File: src/interval_timer.sv
package supervisor_pkg;

  // Timebase and interval figures
  localparam int unsigned CLK_KHZ        = 200000;
  localparam int unsigned HOLD_TIME_MS   = 350;
  localparam int unsigned HOLD_MIN_MS    = 250;
  localparam int unsigned HOLD_MAX_MS    = 450;
  localparam int          CNT_W          = 27;
  localparam logic [CNT_W-1:0] HOLD_CYCLES =
    CNT_W'(HOLD_TIME_MS * CLK_KHZ);
  localparam logic [CNT_W-1:0] CNT_ONE   = 27'h0000001;
  localparam logic [CNT_W-1:0] CNT_ZERO  = 27'h0000000;

  // Supply trip grades, percent below nominal
  typedef enum logic [1:0] {
    GRADE_5PCT,
    GRADE_10PCT,
    GRADE_15PCT
  } trip_grade_t;
  localparam int GRADE_CNT = 3;

  // Idle levels of the synchronisers at reset
  localparam logic LINE_IDLE   = 1'b1;
  localparam logic [GRADE_CNT-1:0] FAIL_IDLE = 3'h7;

endpackage

`timescale 1ns/100ps

module interval_timer
  import supervisor_pkg::*;
#(
  parameter logic [CNT_W-1:0] TERM_COUNT = HOLD_CYCLES
) (
  // Clock and reset
  input  wire logic clk_in,
  input  wire logic nrst_in,
  // Control
  input  wire logic start_in,
  // Status
  output logic      done_out
);

  logic [CNT_W-1:0] count_reg;
  logic [CNT_W-1:0] count_next;
  logic             run_reg;
  logic             run_next;
  logic             done_reg;
  logic             done_next;

  // A start always restarts, so a stale run can never end a new interval
  always_comb begin
    count_next = count_reg;
    run_next   = run_reg;
    done_next  = 1'b0;
    if (start_in) begin
      count_next = CNT_ZERO;
      run_next   = 1'b1;
    end else if (run_reg) begin
      if (count_reg == TERM_COUNT - CNT_ONE) begin
        run_next  = 1'b0;
        done_next = 1'b1;
      end else begin
        count_next = count_reg + CNT_ONE;
      end
    end
  end

  always_ff @(posedge clk_in or negedge nrst_in) begin
    if (!nrst_in) begin
      count_reg <= CNT_ZERO;
      run_reg   <= 1'b0;
      done_reg  <= 1'b0;
    end else begin
      count_reg <= count_next;
      run_reg   <= run_next;
      done_reg  <= done_next;
    end
  end

  assign done_out = done_reg;

endmodule

File: src/reset_supervisor.sv
// Functional notes
// - Supply fail drives reset line low
// - Hold reset 350 ms after supply recovers
// - Idle: watch shared line for falling edge
// - On button edge, pull low, debounce
// - After debounce, wait for release edge
// - On release, pulse low 350 ms
// - One shared wire: drive low only
// - Trip grade 5, 10 or 15 percent

`timescale 1ns/100ps

module reset_supervisor
  import supervisor_pkg::*;
#(
  parameter logic [CNT_W-1:0] HOLD_CYCLES_P  = HOLD_CYCLES,
  parameter trip_grade_t      SUPPLY_TRIP_THRESHOLD = GRADE_10PCT
) (
  // Clock and reset
  input  wire logic                 CLK_IN,
  input  wire logic                 NRST_IN,
  // Supply comparators, one per trip grade, high when below threshold
  input  wire logic [GRADE_CNT-1:0] SUPPLY_FAIL_IN,
  // Shared reset line, open drain
  input  wire logic                 RST_LINE_IN,
  output logic                      RST_LINE_OUT,
  output logic                      RST_LINE_OE_OUT
);

  typedef enum logic [2:0] {
    S_PWR_FAIL,
    S_PWR_HOLD,
    S_IDLE,
    S_DEBOUNCE,
    S_WAIT_REL,
    S_PULSE
  } sup_state_t;

  // Synchronisers and edge history
  logic [GRADE_CNT-1:0] fail_s1_reg;
  logic [GRADE_CNT-1:0] fail_s2_reg;
  logic                 line_s1_reg;
  logic                 line_s2_reg;
  logic                 line_prev_reg;

  // Comparators reset to fail, so power-on always sees a full hold
  always_ff @(posedge CLK_IN or negedge NRST_IN) begin
    if (!NRST_IN) begin
      fail_s1_reg <= FAIL_IDLE;
      fail_s2_reg <= FAIL_IDLE;
    end else begin
      fail_s1_reg <= SUPPLY_FAIL_IN;
      fail_s2_reg <= fail_s1_reg;
    end
  end

  // Wire history resets high; the wire is low then, but the sequencer is
  // still in the supply-fail state when that first falling edge is seen, and ignores it
  always_ff @(posedge CLK_IN or negedge NRST_IN) begin
    if (!NRST_IN) begin
      line_s1_reg   <= LINE_IDLE;
      line_s2_reg   <= LINE_IDLE;
      line_prev_reg <= LINE_IDLE;
    end else begin
      line_s1_reg   <= RST_LINE_IN;
      line_s2_reg   <= line_s1_reg;
      line_prev_reg <= line_s2_reg;
    end
  end

  // Edge of the synchronised wire towards to_lvl; both detectors share
  // it so the press and release edges cannot drift apart
  function automatic logic wire_edge(input logic old_lvl,
                                     input logic new_lvl,
                                     input logic to_lvl);
    return (old_lvl != to_lvl) && (new_lvl == to_lvl);
  endfunction

  logic supply_fail;
  logic line_fall;
  logic line_rise;

  assign supply_fail = fail_s2_reg[SUPPLY_TRIP_THRESHOLD];
  assign line_fall   = wire_edge(line_prev_reg, line_s2_reg, ~LINE_IDLE);
  assign line_rise   = wire_edge(line_prev_reg, line_s2_reg, LINE_IDLE);

  // States in which the supervisor holds the shared wire low
  function automatic logic pulls_line(input sup_state_t st);
    logic pull;
    pull = 1'b0;
    unique case (st)
      S_PWR_FAIL: begin
        pull = 1'b1;
      end
      S_PWR_HOLD: begin
        pull = 1'b1;
      end
      S_IDLE: begin
        pull = 1'b0;
      end
      S_DEBOUNCE: begin
        pull = 1'b1;
      end
      S_WAIT_REL: begin
        pull = 1'b0;
      end
      S_PULSE: begin
        pull = 1'b1;
      end
      // Unused codes pull as well, the safe side for a reset line
      default: begin
        pull = 1'b1;
      end
    endcase
    return pull;
  endfunction

  // Sequencer
  sup_state_t state_reg;
  sup_state_t state_next;
  logic       oe_reg;
  logic       oe_next;
  logic       timer_start;
  logic       timer_done;

  // Timer start is a one-cycle strobe on entry to each timed state
  always_comb begin
    state_next  = state_reg;
    timer_start = 1'b0;
    if (supply_fail) begin
      state_next = S_PWR_FAIL;
    end else begin
      unique case (state_reg)
        S_PWR_FAIL: begin
          state_next  = S_PWR_HOLD;
          timer_start = 1'b1;
        end
        S_PWR_HOLD: begin
          if (timer_done) begin
            state_next = S_IDLE;
          end
        end
        // Watch for press
        // A button held across a hold is only seen once pressed again
        S_IDLE: begin
          if (line_fall) begin
            state_next  = S_DEBOUNCE;
            timer_start = 1'b1;
          end
        end
        S_DEBOUNCE: begin
          if (timer_done) begin
            state_next = S_WAIT_REL;
          end
        end
        // Wait for release
        // A wire already high after debounce rises here, which counts
        S_WAIT_REL: begin
          if (line_rise) begin
            state_next  = S_PULSE;
            timer_start = 1'b1;
          end
        end
        S_PULSE: begin
          if (timer_done) begin
            state_next = S_IDLE;
          end
        end
        // Illegal code: restart from the safe supply-fail state
        default: begin
          state_next = S_PWR_FAIL;
        end
      endcase
    end
    oe_next = pulls_line(state_next);
  end

  // Reset enters the supply-fail state so power-on gets a full hold
  always_ff @(posedge CLK_IN or negedge NRST_IN) begin
    if (!NRST_IN) begin
      state_reg <= S_PWR_FAIL;
      oe_reg    <= 1'b1;
    end else begin
      state_reg <= state_next;
      oe_reg    <= oe_next;
    end
  end

  // One timer serves all three intervals; each start restarts it
  // Shared interval timer
  interval_timer #(
    .TERM_COUNT (HOLD_CYCLES_P)
  ) u_timer (
    .clk_in   (CLK_IN),
    .nrst_in  (NRST_IN),
    .start_in (timer_start),
    .done_out (timer_done)
  );

  // Output data is a constant low; only the enable moves
  logic line_out_reg;

  always_ff @(posedge CLK_IN or negedge NRST_IN) begin
    if (!NRST_IN) begin
      line_out_reg <= 1'b0;
    end else begin
      line_out_reg <= 1'b0;
    end
  end

  assign RST_LINE_OUT    = line_out_reg;
  assign RST_LINE_OE_OUT = oe_reg;

endmodule

File: config.mk
export PLATFORM = sky130hd
export DESIGN_NAME = reset_supervisor
export DESIGN_NICKNAME = d
export VERILOG_FILES = /design/src/interval_timer.sv /design/src/reset_supervisor.sv
export SDC_FILE = /design/constraint.sdc
export NUM_CORES = 1
export LEC_CHECK = 0
export BUFFER_PORTS_ARGS = -buffer_cell sky130_fd_sc_hd__clkbuf_2
export CAP_MARGIN = 20
export CORE_MARGIN = 5
export CORE_UTILIZATION = 54
export DETAILED_ROUTE_END_ITERATION = 16
export PLACE_DENSITY = 0.8
export SYNTH_ARGS = -nofsm -noshare
export SYNTH_HDL_FRONTEND = slang
export SYNTH_SLANG_ARGS = --single-unit
File: constraint.sdc
create_clock -name CLK_IN -period 2 [get_ports CLK_IN]
set_clock_uncertainty 0.2 [all_clocks]
set_input_delay 0.4 -clock CLK_IN [delete_from_list [all_inputs] [get_ports CLK_IN]]
set_output_delay 0.4 -clock CLK_IN [all_outputs]
set_load 0.01 [all_outputs]
== Word level (Yosys, flattened, before mapping) ==
Index checks and enable logic that the tools add are counted.

* Bits in registers: 40
* Bits of input ports: 6
* Word-level logic and storage cells: 49

* Add/subtract/negate cells: 1
* Equality and inequality tests: 9
* Muxes and demuxes: 20
* Bitwise gates (word level): 2
* Reduce and logical (&&, ||, !) cells: 7

{| class="wikitable"
|+ Operator list
! kind !! count
|-
| two-way mux 27 bit || 3
|-
| adder 27 x 1 -> 27 bit, second input constant || 1
|-
| == test 27 bit, second input constant || 1
|-
| two-way mux 3 bit || 5
|-
| one-hot mux 3 bit (5 select lines) || 1
|-
| two-way mux 1 bit || 10
|-
| == test 3 x 2 -> 1 bit, second input constant || 3
|-
| == test 3 bit, second input constant || 3
|-
| OR reduction 2 bit || 2
|-
| == test 3 x 1 -> 1 bit, second input constant || 1
|-
| zero test 3 bit || 1
|-
| one-hot mux 1 bit (3 select lines) || 1
|-
| logical AND 1 bit || 2
|-
| != test 2 bit, second input constant || 1
|-
| NOT 1 bit || 2
|-
| AND reduction 2 bit || 1
|-
| nonzero test 2 bit || 1
|}

== Logic depth before layout (Yosys ltp) ==
Gate-level depths: netlist (run 1).

* Word-level depth: 8
* Mapped depth: 8
* Gate-level depth less buffers: 6

== Hierarchy ==
Synthesis (run 1) repeated with hierarchy kept, for this count alone.

* Cell total of the unflattened synthesis: 204
* Area, all modules: 1993.2 sq um

{| class="wikitable"
|+ Modules (own cells, without submodules)
! module !! instances !! cells an instance !! area each (sq um)
|-
| interval_timer || 1 || 170 || 1596.5
|-
| reset_supervisor || 1 || 34 || 396.6
|}

== Worst setup path after synthesis (run 1) ==
OpenSTA, ideal clock, no wires.

* Kind: register to register
* Start point: reg u_timer.count_reg[0]
* End point: reg u_timer.count_reg[21]
* Library setup time: 0.067 ns
* Arrival time: 1.901 ns
* Setup slack: -0.167 ns
* Cell stages (with the launch flop): 8
* Clock period less this slack: 2.167 ns
* Cell sequence: dfrtp_1 > ha_1 > and4_2 > nand4_1 > o31ai_2 > buf_6 > or4_2 > nand2_1

* Longest elaborated chain between the ends: 4

{| class="wikitable"
|+ RTL lines
! what !! line !! RTL
|-
| start: declaration || interval_timer.sv:44 || <nowiki>logic [CNT_W-1:0] count_reg;</nowiki>
|-
| start signal: assignment || interval_timer.sv:75 || <nowiki>count_reg <= count_next;</nowiki>
|-
| adder 27 x 1 -> 27 bit || interval_timer.sv:64 || <nowiki>count_next = count_reg + CNT_ONE;</nowiki>
|-
| two-way mux 27 bit || interval_timer.sv:60 || <nowiki>if (count_reg == TERM_COUNT - CNT_ONE) begin</nowiki>
|-
| two-way mux 27 bit || interval_timer.sv:59 || <nowiki>end else if (run_reg) begin</nowiki>
|-
| two-way mux 27 bit || interval_timer.sv:56 || <nowiki>if (start_in) begin</nowiki>
|}

Parallel ways exist; a longest one is shown, timed or not. The select of a mux whose other input is x is not followed.
A chain may end at the register's enable or synchronous reset.

== Final worst setup path (run 1) ==
* Start point: reg u_timer.count_reg[7]
* End point: reg u_timer.count_reg[4]

* Longest elaborated chain between the ends: 3

{| class="wikitable"
|+ RTL lines
! what !! line
|-
| == test 27 bit || interval_timer.sv:60
|-
| != test 2 bit (no line) || n/a
|-
| AND reduction 2 bit (no line) || n/a
|}

Every way passes these cells.

==> flow_metrics.tcl, run 1 <==
set metrics [dict create \
    outcome "finished, violations left" \
    violations "setup timing" \
    reg2reg_to "u_timer.count_reg[4]" \
    fill_cells 173 \
    drc 0 \
    row_count 21 \
    antenna_found_initial 0 \
    portBuffers 4 \
    placed_cell_area_um2 2290 \
    die_w_um 69.9 \
    cts_max_level 2 \
    dieArea_um2 4880 \
    largest_reg_flops 27 \
    min_from "fail_s1_reg[1]" \
    antenna_cells 0 \
    clockBufferDepth 2 \
    area_growth_pct 43.1 \
    hold_ws_ns 0.170 \
    drv_slew 0 \
    path_clk_slew_ns 0.14 \
    max_stage_delay_ns 0.45 \
    ys_seq_elements 38 \
    critPathRequiredTime_ns 2.05 \
    grt_overflow 0 \
    peakVddDrop_v 0.000437 \
    numCtsBuffers 5 \
    arrival_ns 2.23 \
    hold_viol 0 \
    synth_edf_count 0 \
    drt_iter0_drc 290 \
    crit_chain "nor4b_1 > nand3_1 > o31ai_4 > buf_6 > buf_6 > or3_4 > a21oi_2" \
    synth.net_count 204 \
    slowest_stage "dfrtp_1" \
    final_core_util 0.811 \
    ys_warn_count 0 \
    dieHeight_um 69.9 \
    syn_inst 197 \
    seq_area_frac_synth 0.495 \
    rsz0062_at_grt "true" \
    coreArea_um2 3420 \
    setup.worst_path.class "reg2reg" \
    synthTopCellsByArea "dfrtp_1, dfstp_2, nand3_1" \
    clock_latency_ns 0.37 \
    grt_first_pass_wirelength_mm 8.63 \
    synth_ff_type "dfrtp_1" \
    vias 2008 \
    start_util 0.567 \
    fmax_mhz 458 \
    grt_max_degree 39 \
    gr-usage-all-layers 0.223 \
    reg2reg_from "u_timer.count_reg[7]" \
    postLayoutSetupSlackWorst_ns -0.185 \
    stdcell_area_um2 2770 \
    grt_pass1_vias 1818 \
    worstPathMaxFanout 5 \
    min_period_over_period 1.09 \
    boundaryPins 8 \
    wl_per_cell_um 21.0 \
    synthesis.area_um2 1940 \
    r2r_slack_ns -0.18 \
    report.final.setup_viol 18 \
    drtAntennaViolNets 0 \
    hpwl_mm 3.31 \
    synth_common_cells "dfrtp_1, nor2_1, nand3_1, nand2_1, nand4_1" \
    reg2reg_depth 7 \
    fin_crit_ns 2.18 \
    cts_tree "yes" \
    vias_per_cell 6.58 \
    synth.avg_cell_area_um2 9.83 \
    whs_path_depth 0 \
    first_pass_iters 5 \
    synth_cell_types 42 \
    synth_top_area_share 0.414 \
    p_leak_uw 0.00119 \
    min_path_type "reg2reg" \
    yosysMostFrequentCell "dfrtp_1" \
    crit_path_frequent_cell "buf_6" \
    synth_top_area_cell "dfrtp_1" \
    clock_sinks 38 \
    cp-end-kind "flop" \
    cts-root-buf "clkbuf_4" \
    worst_setup_path_start_kind "flop" \
    drive_gt1_frac 0.459 \
    routed_wl_mm 6.40 \
    power_density_nw_per_um2 641 \
    synthArstFlopShare 1.00 \
    min_to "fail_s2_reg[1]" \
    nets 265 \
    gp_congestion 0.977 \
    drv_cap 0 \
]
## placed cells by master, fill, tap and decap left out, types with 4 or more instances in the layout
cell type,netlist,layout
or3_4,0,6
nand3_1,16,13
xnor2_1,5,5
buf_6,1,10
dfrtp_1,32,32
nand4_1,12,12
clkbuf_2,0,4
nor2_1,19,19
a21oi_1,11,4
nand2_1,12,9
clkbuf_4,0,5
dfstp_2,6,6
buf_4,1,45
xor2_1,8,8
or4_4,0,6
a21oi_2,1,8
nor3_1,10,7
## where the power goes
part,total (uW),internal [uW],switching [uW]
Sequential,845,807,38.5
Clock,704,423,280
Combinational,226,108,119
Total,1780,1340,437
## per-layer routing
layer | part of all wire | GRT usage | vias up
met4 | 0.053 | 0.121 | 0
met3 | 0.085 | 0.0445 | 41
met2 | 0.49 | 0.361 | 151
met5 | 0 | 0 | -
li1 | - | - | 854
met1 | 0.37 | 0.278 | 962
## worst max-delay path: cells and delay by family, from the launching register on
| family | cells | cell delay (ns) |
|---|---|---|
| compound gates | 2 | 0.45 |
| buf+inv | 2 | 0.29 |
| flops | 1 | 0.45 |
| simple gates | 3 | 0.69 |
## how the worst max path moves through the flow
| stage | from | endpoint | slack (ns) |
|---|---|---|---|
| finish | u_timer.count_reg[7] | u_timer.count_reg[4] | -0.18 |
| global route | u_timer.count_reg[7] | u_timer.count_reg[4] | -0.43 |
| CTS | u_timer.count_reg[0] | u_timer.count_reg[4] | -0.08 |
| detailed placement | u_timer.count_reg[1] | u_timer.count_reg[5] | -0.16 |
| global placement | u_timer.count_reg[21] | u_timer.count_reg[4] | -0.1 |
| floorplan | u_timer.count_reg[18] | u_timer.count_reg[0] | -0.07 |
## cells by family (layout without fill, tap and decap cells)
logic type      Yosys count  in the layout  share of synthesized area
buf+inv                  10             72                     0.0336
compound gates           30             30                      0.103
flops                    38             38                      0.495
other cells               1              1                    0.00194
simple gates            104            104                      0.301
xor+xnor                 13             13                     0.0588
fa+ha+maj                 1              1                    0.00646
## per-stage QoR
step                      TNS, ns  setup WS (ns)  cells  power [uW]
after global routing        -5.73         -0.434    305        1830
final                       -2.00         -0.185    305        1780
after CTS                  -0.477        -0.0773    300        1710
after floorplan           -0.0714        -0.0703    197         913
after global placement     -0.825        -0.0999    283        1000
after detailed placement    -1.45         -0.158    283        1020
## timing repair
action	CTS	global route
cloned	3	0
setup buffers	3	9
hold buffers	3	0
gates resized for setup	23	37
setup endpoints to repair	16	24
endpoints found under the hold margin	34	0
pin swaps	16	16
## area by class of cell
cell class                      instances  area [um^2]  area share
Clock inverter                          2         60.1      0.0217
Timing Repair Buffer                   62          500       0.181
Tap cell                               46         57.6      0.0208
Clock buffer                            6         51.3      0.0185
Inverter                                2         7.51     0.00271
Multi-Input combinational cell        149         1130       0.410
Sequential cell                        38          958       0.346
Power figures use the tool's default switching activity.
==> run 2: changes to the inputs <==
REMOVE_ABC_BUFFERS = 1   (was unset)
==> flow_metrics.tcl, run 2 (synthesized netlist as in run 1, its figures left out) <==
set metrics [dict create \
    max_stage_delay_ns 0.39 \
    layout_commonest_cell "buf_4" \
    grt_overflow 0 \
    critPathRequiredTime_ns 2.06 \
    stdcell_area_um2 2680 \
    vias 2002 \
    final_cell_mix "buf_4, dfrtp_1, nor2_1" \
    clockBufferDepth 2 \
    min_from "fail_s1_reg[1]" \
    switchingPower_uw 423 \
    final_core_util 0.784 \
    power_density_nw_per_um2 597 \
    die_w_um 69.9 \
    grt_pass1_vias 2043 \
    grt_max_degree 39 \
    drv_cap 0 \
    rsz0062_at_grt "true" \
    report.final.setup_viol 17 \
    hold_ws_ns 0.165 \
    cts_tree "yes" \
    fin_crit_ns 2.15 \
    hpwl_mm 3.36 \
    crit_start "u_timer.count_reg[0]" \
    nets 262 \
    fmax_mhz 465 \
    wl_per_cell_um 20.9 \
    clock_sinks 38 \
    setup.worst_path.class "reg2reg" \
    row_count 21 \
    routed_wl_mm 6.31 \
    arrival_ns 2.21 \
    hold_viol 0 \
    worstPathMaxFanout 6 \
    peakVddDrop_v 0.000667 \
    antenna_cells 0 \
    dp_slack_ns -0.283 \
    drv_slew 0 \
    drc 0 \
    min_path_type "reg2reg" \
    power_frac_comb 0.133 \
    p_leak_uw 0.00116 \
    cp-end-kind "flop" \
    crit_chain "ha_2 > and4_4 > nand4_1 > o31ai_4 > buf_6 > buf_12 > or4_4 > nand2_2" \
    gp_congestion 0.948 \
    violations "setup timing" \
    postLayoutSetupSlackWorst_ns -0.150 \
    drtAntennaViolNets 0 \
    path_clk_slew_ns 0.12 \
    p_seq_frac 0.526 \
    cts_max_level 2 \
    first_pass_iters 7 \
    placed_cell_area_um2 2280 \
    clkPwrFrac 0.341 \
    clock_latency_ns 0.37 \
    grt_first_pass_wirelength_mm 9.58 \
    worst_setup_path_start_kind "flop" \
    area_growth_pct 38.3 \
    dieHeight_um 69.9 \
    slowest_stage "o31ai_4" \
    gr-usage-all-layers 0.250 \
    portBuffers 4 \
    vias_per_cell 6.63 \
    reg2reg_from "u_timer.count_reg[0]" \
    min_period_over_period 1.07 \
    outcome "finished, violations left" \
    drt_iter0_drc 338 \
    antenna_found_initial 0 \
    coreArea_um2 3420 \
    tightest_slew_ns 0.493 \
    drive_gt1_frac 0.418 \
    relSlewSlack 0.669 \
    boundaryPins 8 \
    dieArea_um2 4880 \
    start_util 0.567 \
    cts-root-buf "clkbuf_4" \
    sw_frac_of_total 0.265 \
    numCtsBuffers 5 \
    p_int_uw 1170 \
    largest_reg_flops 27 \
]
run 2: cell types whose count changed in the layout (fill, tap and decap cells not counted), moves of 2 or more:
| cell | change |
|---|---|
| a21oi_1 | +3 |
| a21oi_2 | -3 |
| buf_12 | +2 |
| buf_4 | -2 |
| buf_6 | -3 |
| clkinvlp_4 | +2 |
| nand3_1 | +2 |
| nand3_4 | -2 |
| nor3_2 | -2 |
| or3_1 | +2 |
| or3_4 | -3 |
run 2: timing repair:
item / 4_1_cts / 5_1_grt
pin swaps: 20 / 8
buffers inserted: 7 / 4
endpoints found under the hold margin: 34 / 0
gates resized for setup: 26 / 18
hold buffers: 3 / 0
gates cloned: 0 / 0
endpoints found under the setup margin: 15 / 23
run 2: through the flow:
stage          cells  power [uW]  TNS, ns
3_5_place_dp     281        1020    -1.76
4_1_cts          298        1580   -0.771
6_report         302        1600    -1.49
2_1_floorplan    189         908    -5.61
5_1_grt          302        1650    -2.58
3_3_place_gp     281        1000    -1.08
run 2: power by group through the flow:
stage / combinational [uW] / clock (uW) / sequential [uW]
floorplan: 57.6 / 0 / 850
global placement: 156 / 0 / 844
detailed placement: 169 / 0 / 848
CTS: 195 / 545 / 835
global route: 230 / 583 / 842
finish: 213 / 544 / 840
run 2: layout make-up:
class                      count  area [um^2]
multi-input combinational    149         1080
sequential                    38          960
fill                         193          739
timing repair buffer          59          492
tap                           46         57.6
clock inverter                 3         45.0
clock buffer                   5         37.5
inverter                       2         7.51
run 2: path summary, 6_finish.rpt:
check	to	slack (ns)	cells past startpoint
max	u_timer.count_reg[2]	-0.15	8
min	fail_s2_reg[1]	0.17	0
max reg2reg	u_timer.count_reg[2]	-0.15	8
min reg2reg	fail_s2_reg[1]	0.17	0
max in group asynchronous	fail_s1_reg[1]	1.02	3
min in group asynchronous	u_timer.count_reg[8]	0.33	3
run 2: layer usage:
layer,GRT usage,vias to the layer above,share of wire
met3,0.0775,66,0.091
met4,0.147,0,0.078
li1,-,840,-
met5,0,-,0
met1,0.280,952,0.35
met2,0.418,144,0.48
run 2: critical path: cells and delay by family (launching register included):
family | cells | cell delay [ns]
and+or+nand+nor | 4 | 0.57
DFF | 1 | 0.38
AOI/OAI and AO/OA | 1 | 0.39
buffers and inverters | 2 | 0.31
adders and majority gates | 1 | 0.20
==> run 3: changes to the inputs <==
SKIP_LAST_GASP = 1   (was unset)
==> flow_metrics.tcl, run 3 (synthesized netlist as in run 1, its figures left out) <==
set metrics [dict create \
    setup.worst_path.class "reg2reg" \
    outcome "finished, violations left" \
    dieArea_um2 4880 \
    grt_first_pass_wirelength_mm 9.87 \
    hpwl_mm 3.36 \
    violations "setup timing" \
    drt_iter0_drc 352 \
    wl_per_cell_um 20.5 \
    fin_cells 302 \
    antenna_cells 0 \
    worstPathMaxFanout 5 \
    clkPwrFrac 0.345 \
    hold_viol 0 \
    power_uw 1600 \
    fmax_mhz 468 \
    gp_congestion 0.948 \
    p_leak_uw 0.00115 \
    die_w_um 69.9 \
    cts_tree "yes" \
    min_path_type "reg2reg" \
    stdcell_area_um2 2680 \
    place_inst 281 \
    final.setup.tns_ns -1.12 \
    nets 262 \
    power_density_nw_per_um2 599 \
    final_core_util 0.785 \
    cp-end-kind "flop" \
    report.final.setup_viol 14 \
    gr-usage-all-layers 0.255 \
    numCtsBuffers 5 \
    worst_setup_path_start_kind "flop" \
    clock_latency_ns 0.37 \
    postLayoutSetupSlackWorst_ns -0.138 \
    drtAntennaViolNets 0 \
    fin_crit_ns 2.14 \
    cts_max_level 2 \
    grt_overflow 0 \
    min_period_over_period 1.07 \
    peakVddDrop_v 0.000675 \
    drv_cap 0 \
    row_count 21 \
    clock_sinks 38 \
    sw_frac_of_total 0.269 \
    grt_max_degree 39 \
    switchingPower_uw 431 \
    clockBufferDepth 2 \
    first_pass_iters 5 \
    drv_slew 0 \
    coreArea_um2 3420 \
    portBuffers 4 \
    start_util 0.567 \
    critPathRequiredTime_ns 2.11 \
    path_clk_slew_ns 0.14 \
    grt_pass1_vias 2052 \
    largest_reg_flops 27 \
    p_int_uw 1170 \
    area_growth_pct 38.5 \
    cts-root-buf "clkbuf_4" \
    dieHeight_um 69.9 \
    p_seq_frac 0.524 \
    drive_gt1_frac 0.434 \
    antenna_found_initial 0 \
    drc 0 \
    power_frac_comb 0.131 \
    vias 2022 \
    placed_cell_area_um2 2280 \
    arrival_ns 2.24 \
    rsz0062_at_grt "true" \
    final_cell_mix "buf_4, dfrtp_1, nor2_1" \
    routed_wl_mm 6.19 \
    boundaryPins 8 \
    vias_per_cell 6.70 \
    layout_commonest_cell "buf_4" \
]
run 3: final timing paths:
| kind | slack [ns] | cells after the start | startpoint | endpoint |
|---|---|---|---|---|
| worst max-delay path | -0.14 | 8 | u_timer.count_reg[0] | u_timer.count_reg[21] |
| worst min-delay path | 0.15 | 0 | fail_s1_reg[1] | fail_s2_reg[1] |
| worst max register to register | -0.14 | 8 | u_timer.count_reg[0] | u_timer.count_reg[21] |
| worst min register to register | 0.15 | 0 | fail_s1_reg[1] | fail_s2_reg[1] |
| max in group asynchronous | 1.02 | 3 | NRST_IN | fail_s1_reg[1] |
| min in group asynchronous | 0.31 | 3 | NRST_IN | state_reg[0] |
run 3: timing repair:
item                                    in CTS  in global routing
pin swaps                                   20                  9
buffers inserted                             7                  4
hold buffers                                 3                  0
resized for setup                           25                 21
hold endpoints to repair                    34                  0
endpoints found under the setup margin      15                 26
run 3: layout make-up:
| class | instances | area, um^2 |
|---|---|---|
| Clock buffer | 5 | 37.5 |
| Clock inverter | 3 | 45.0 |
| Fill cell | 188 | 736 |
| Inverter | 2 | 7.51 |
| Multi-Input combinational cell | 149 | 1080 |
| Sequential cell | 38 | 960 |
| Tap cell | 46 | 57.6 |
| Timing Repair Buffer | 59 | 488 |
run 3: critical path: stages, from the launching register on:
cell     delay, ns
dfrtp_1       0.41
ha_2          0.20
and4_4        0.15
nand4_1       0.16
o31ai_4       0.12
buf_6         0.14
buf_4         0.13
or4_4         0.49
nand2_2       0.07
run 3: routing by layer:
| metal | part of all wire | routed length, um | GRT usage | vias to the layer above |
|---|---|---|---|---|
| met2 | 0.48 | 2950 | 0.431 | 156 |
| met5 | 0 | 0 | 0 | - |
| met1 | 0.35 | 2150 | 0.283 | 957 |
| li1 | - | - | - | 841 |
| met4 | 0.084 | 522 | 0.149 | 0 |
| met3 | 0.092 | 572 | 0.0746 | 68 |
run 3: power groups by stage:
stage	Combinational [uW]	Sequential [uW]	Clock, uW
4_1_cts	195	835	545
6_report	210	840	553
3_3_place_gp	156	844	0
3_5_place_dp	169	848	0
2_1_floorplan	57.6	850	0
5_1_grt	229	843	596
run 3: per-stage QoR:
stage / hold WS, ns / setup slack, ns
finish: 0.146 / -0.138
global route: 0.156 / -0.175
CTS: 0.159 / -0.115
detailed placement: 0.148 / -0.283
global placement: 0.146 / -0.212
floorplan: -0.0956 / -0.517
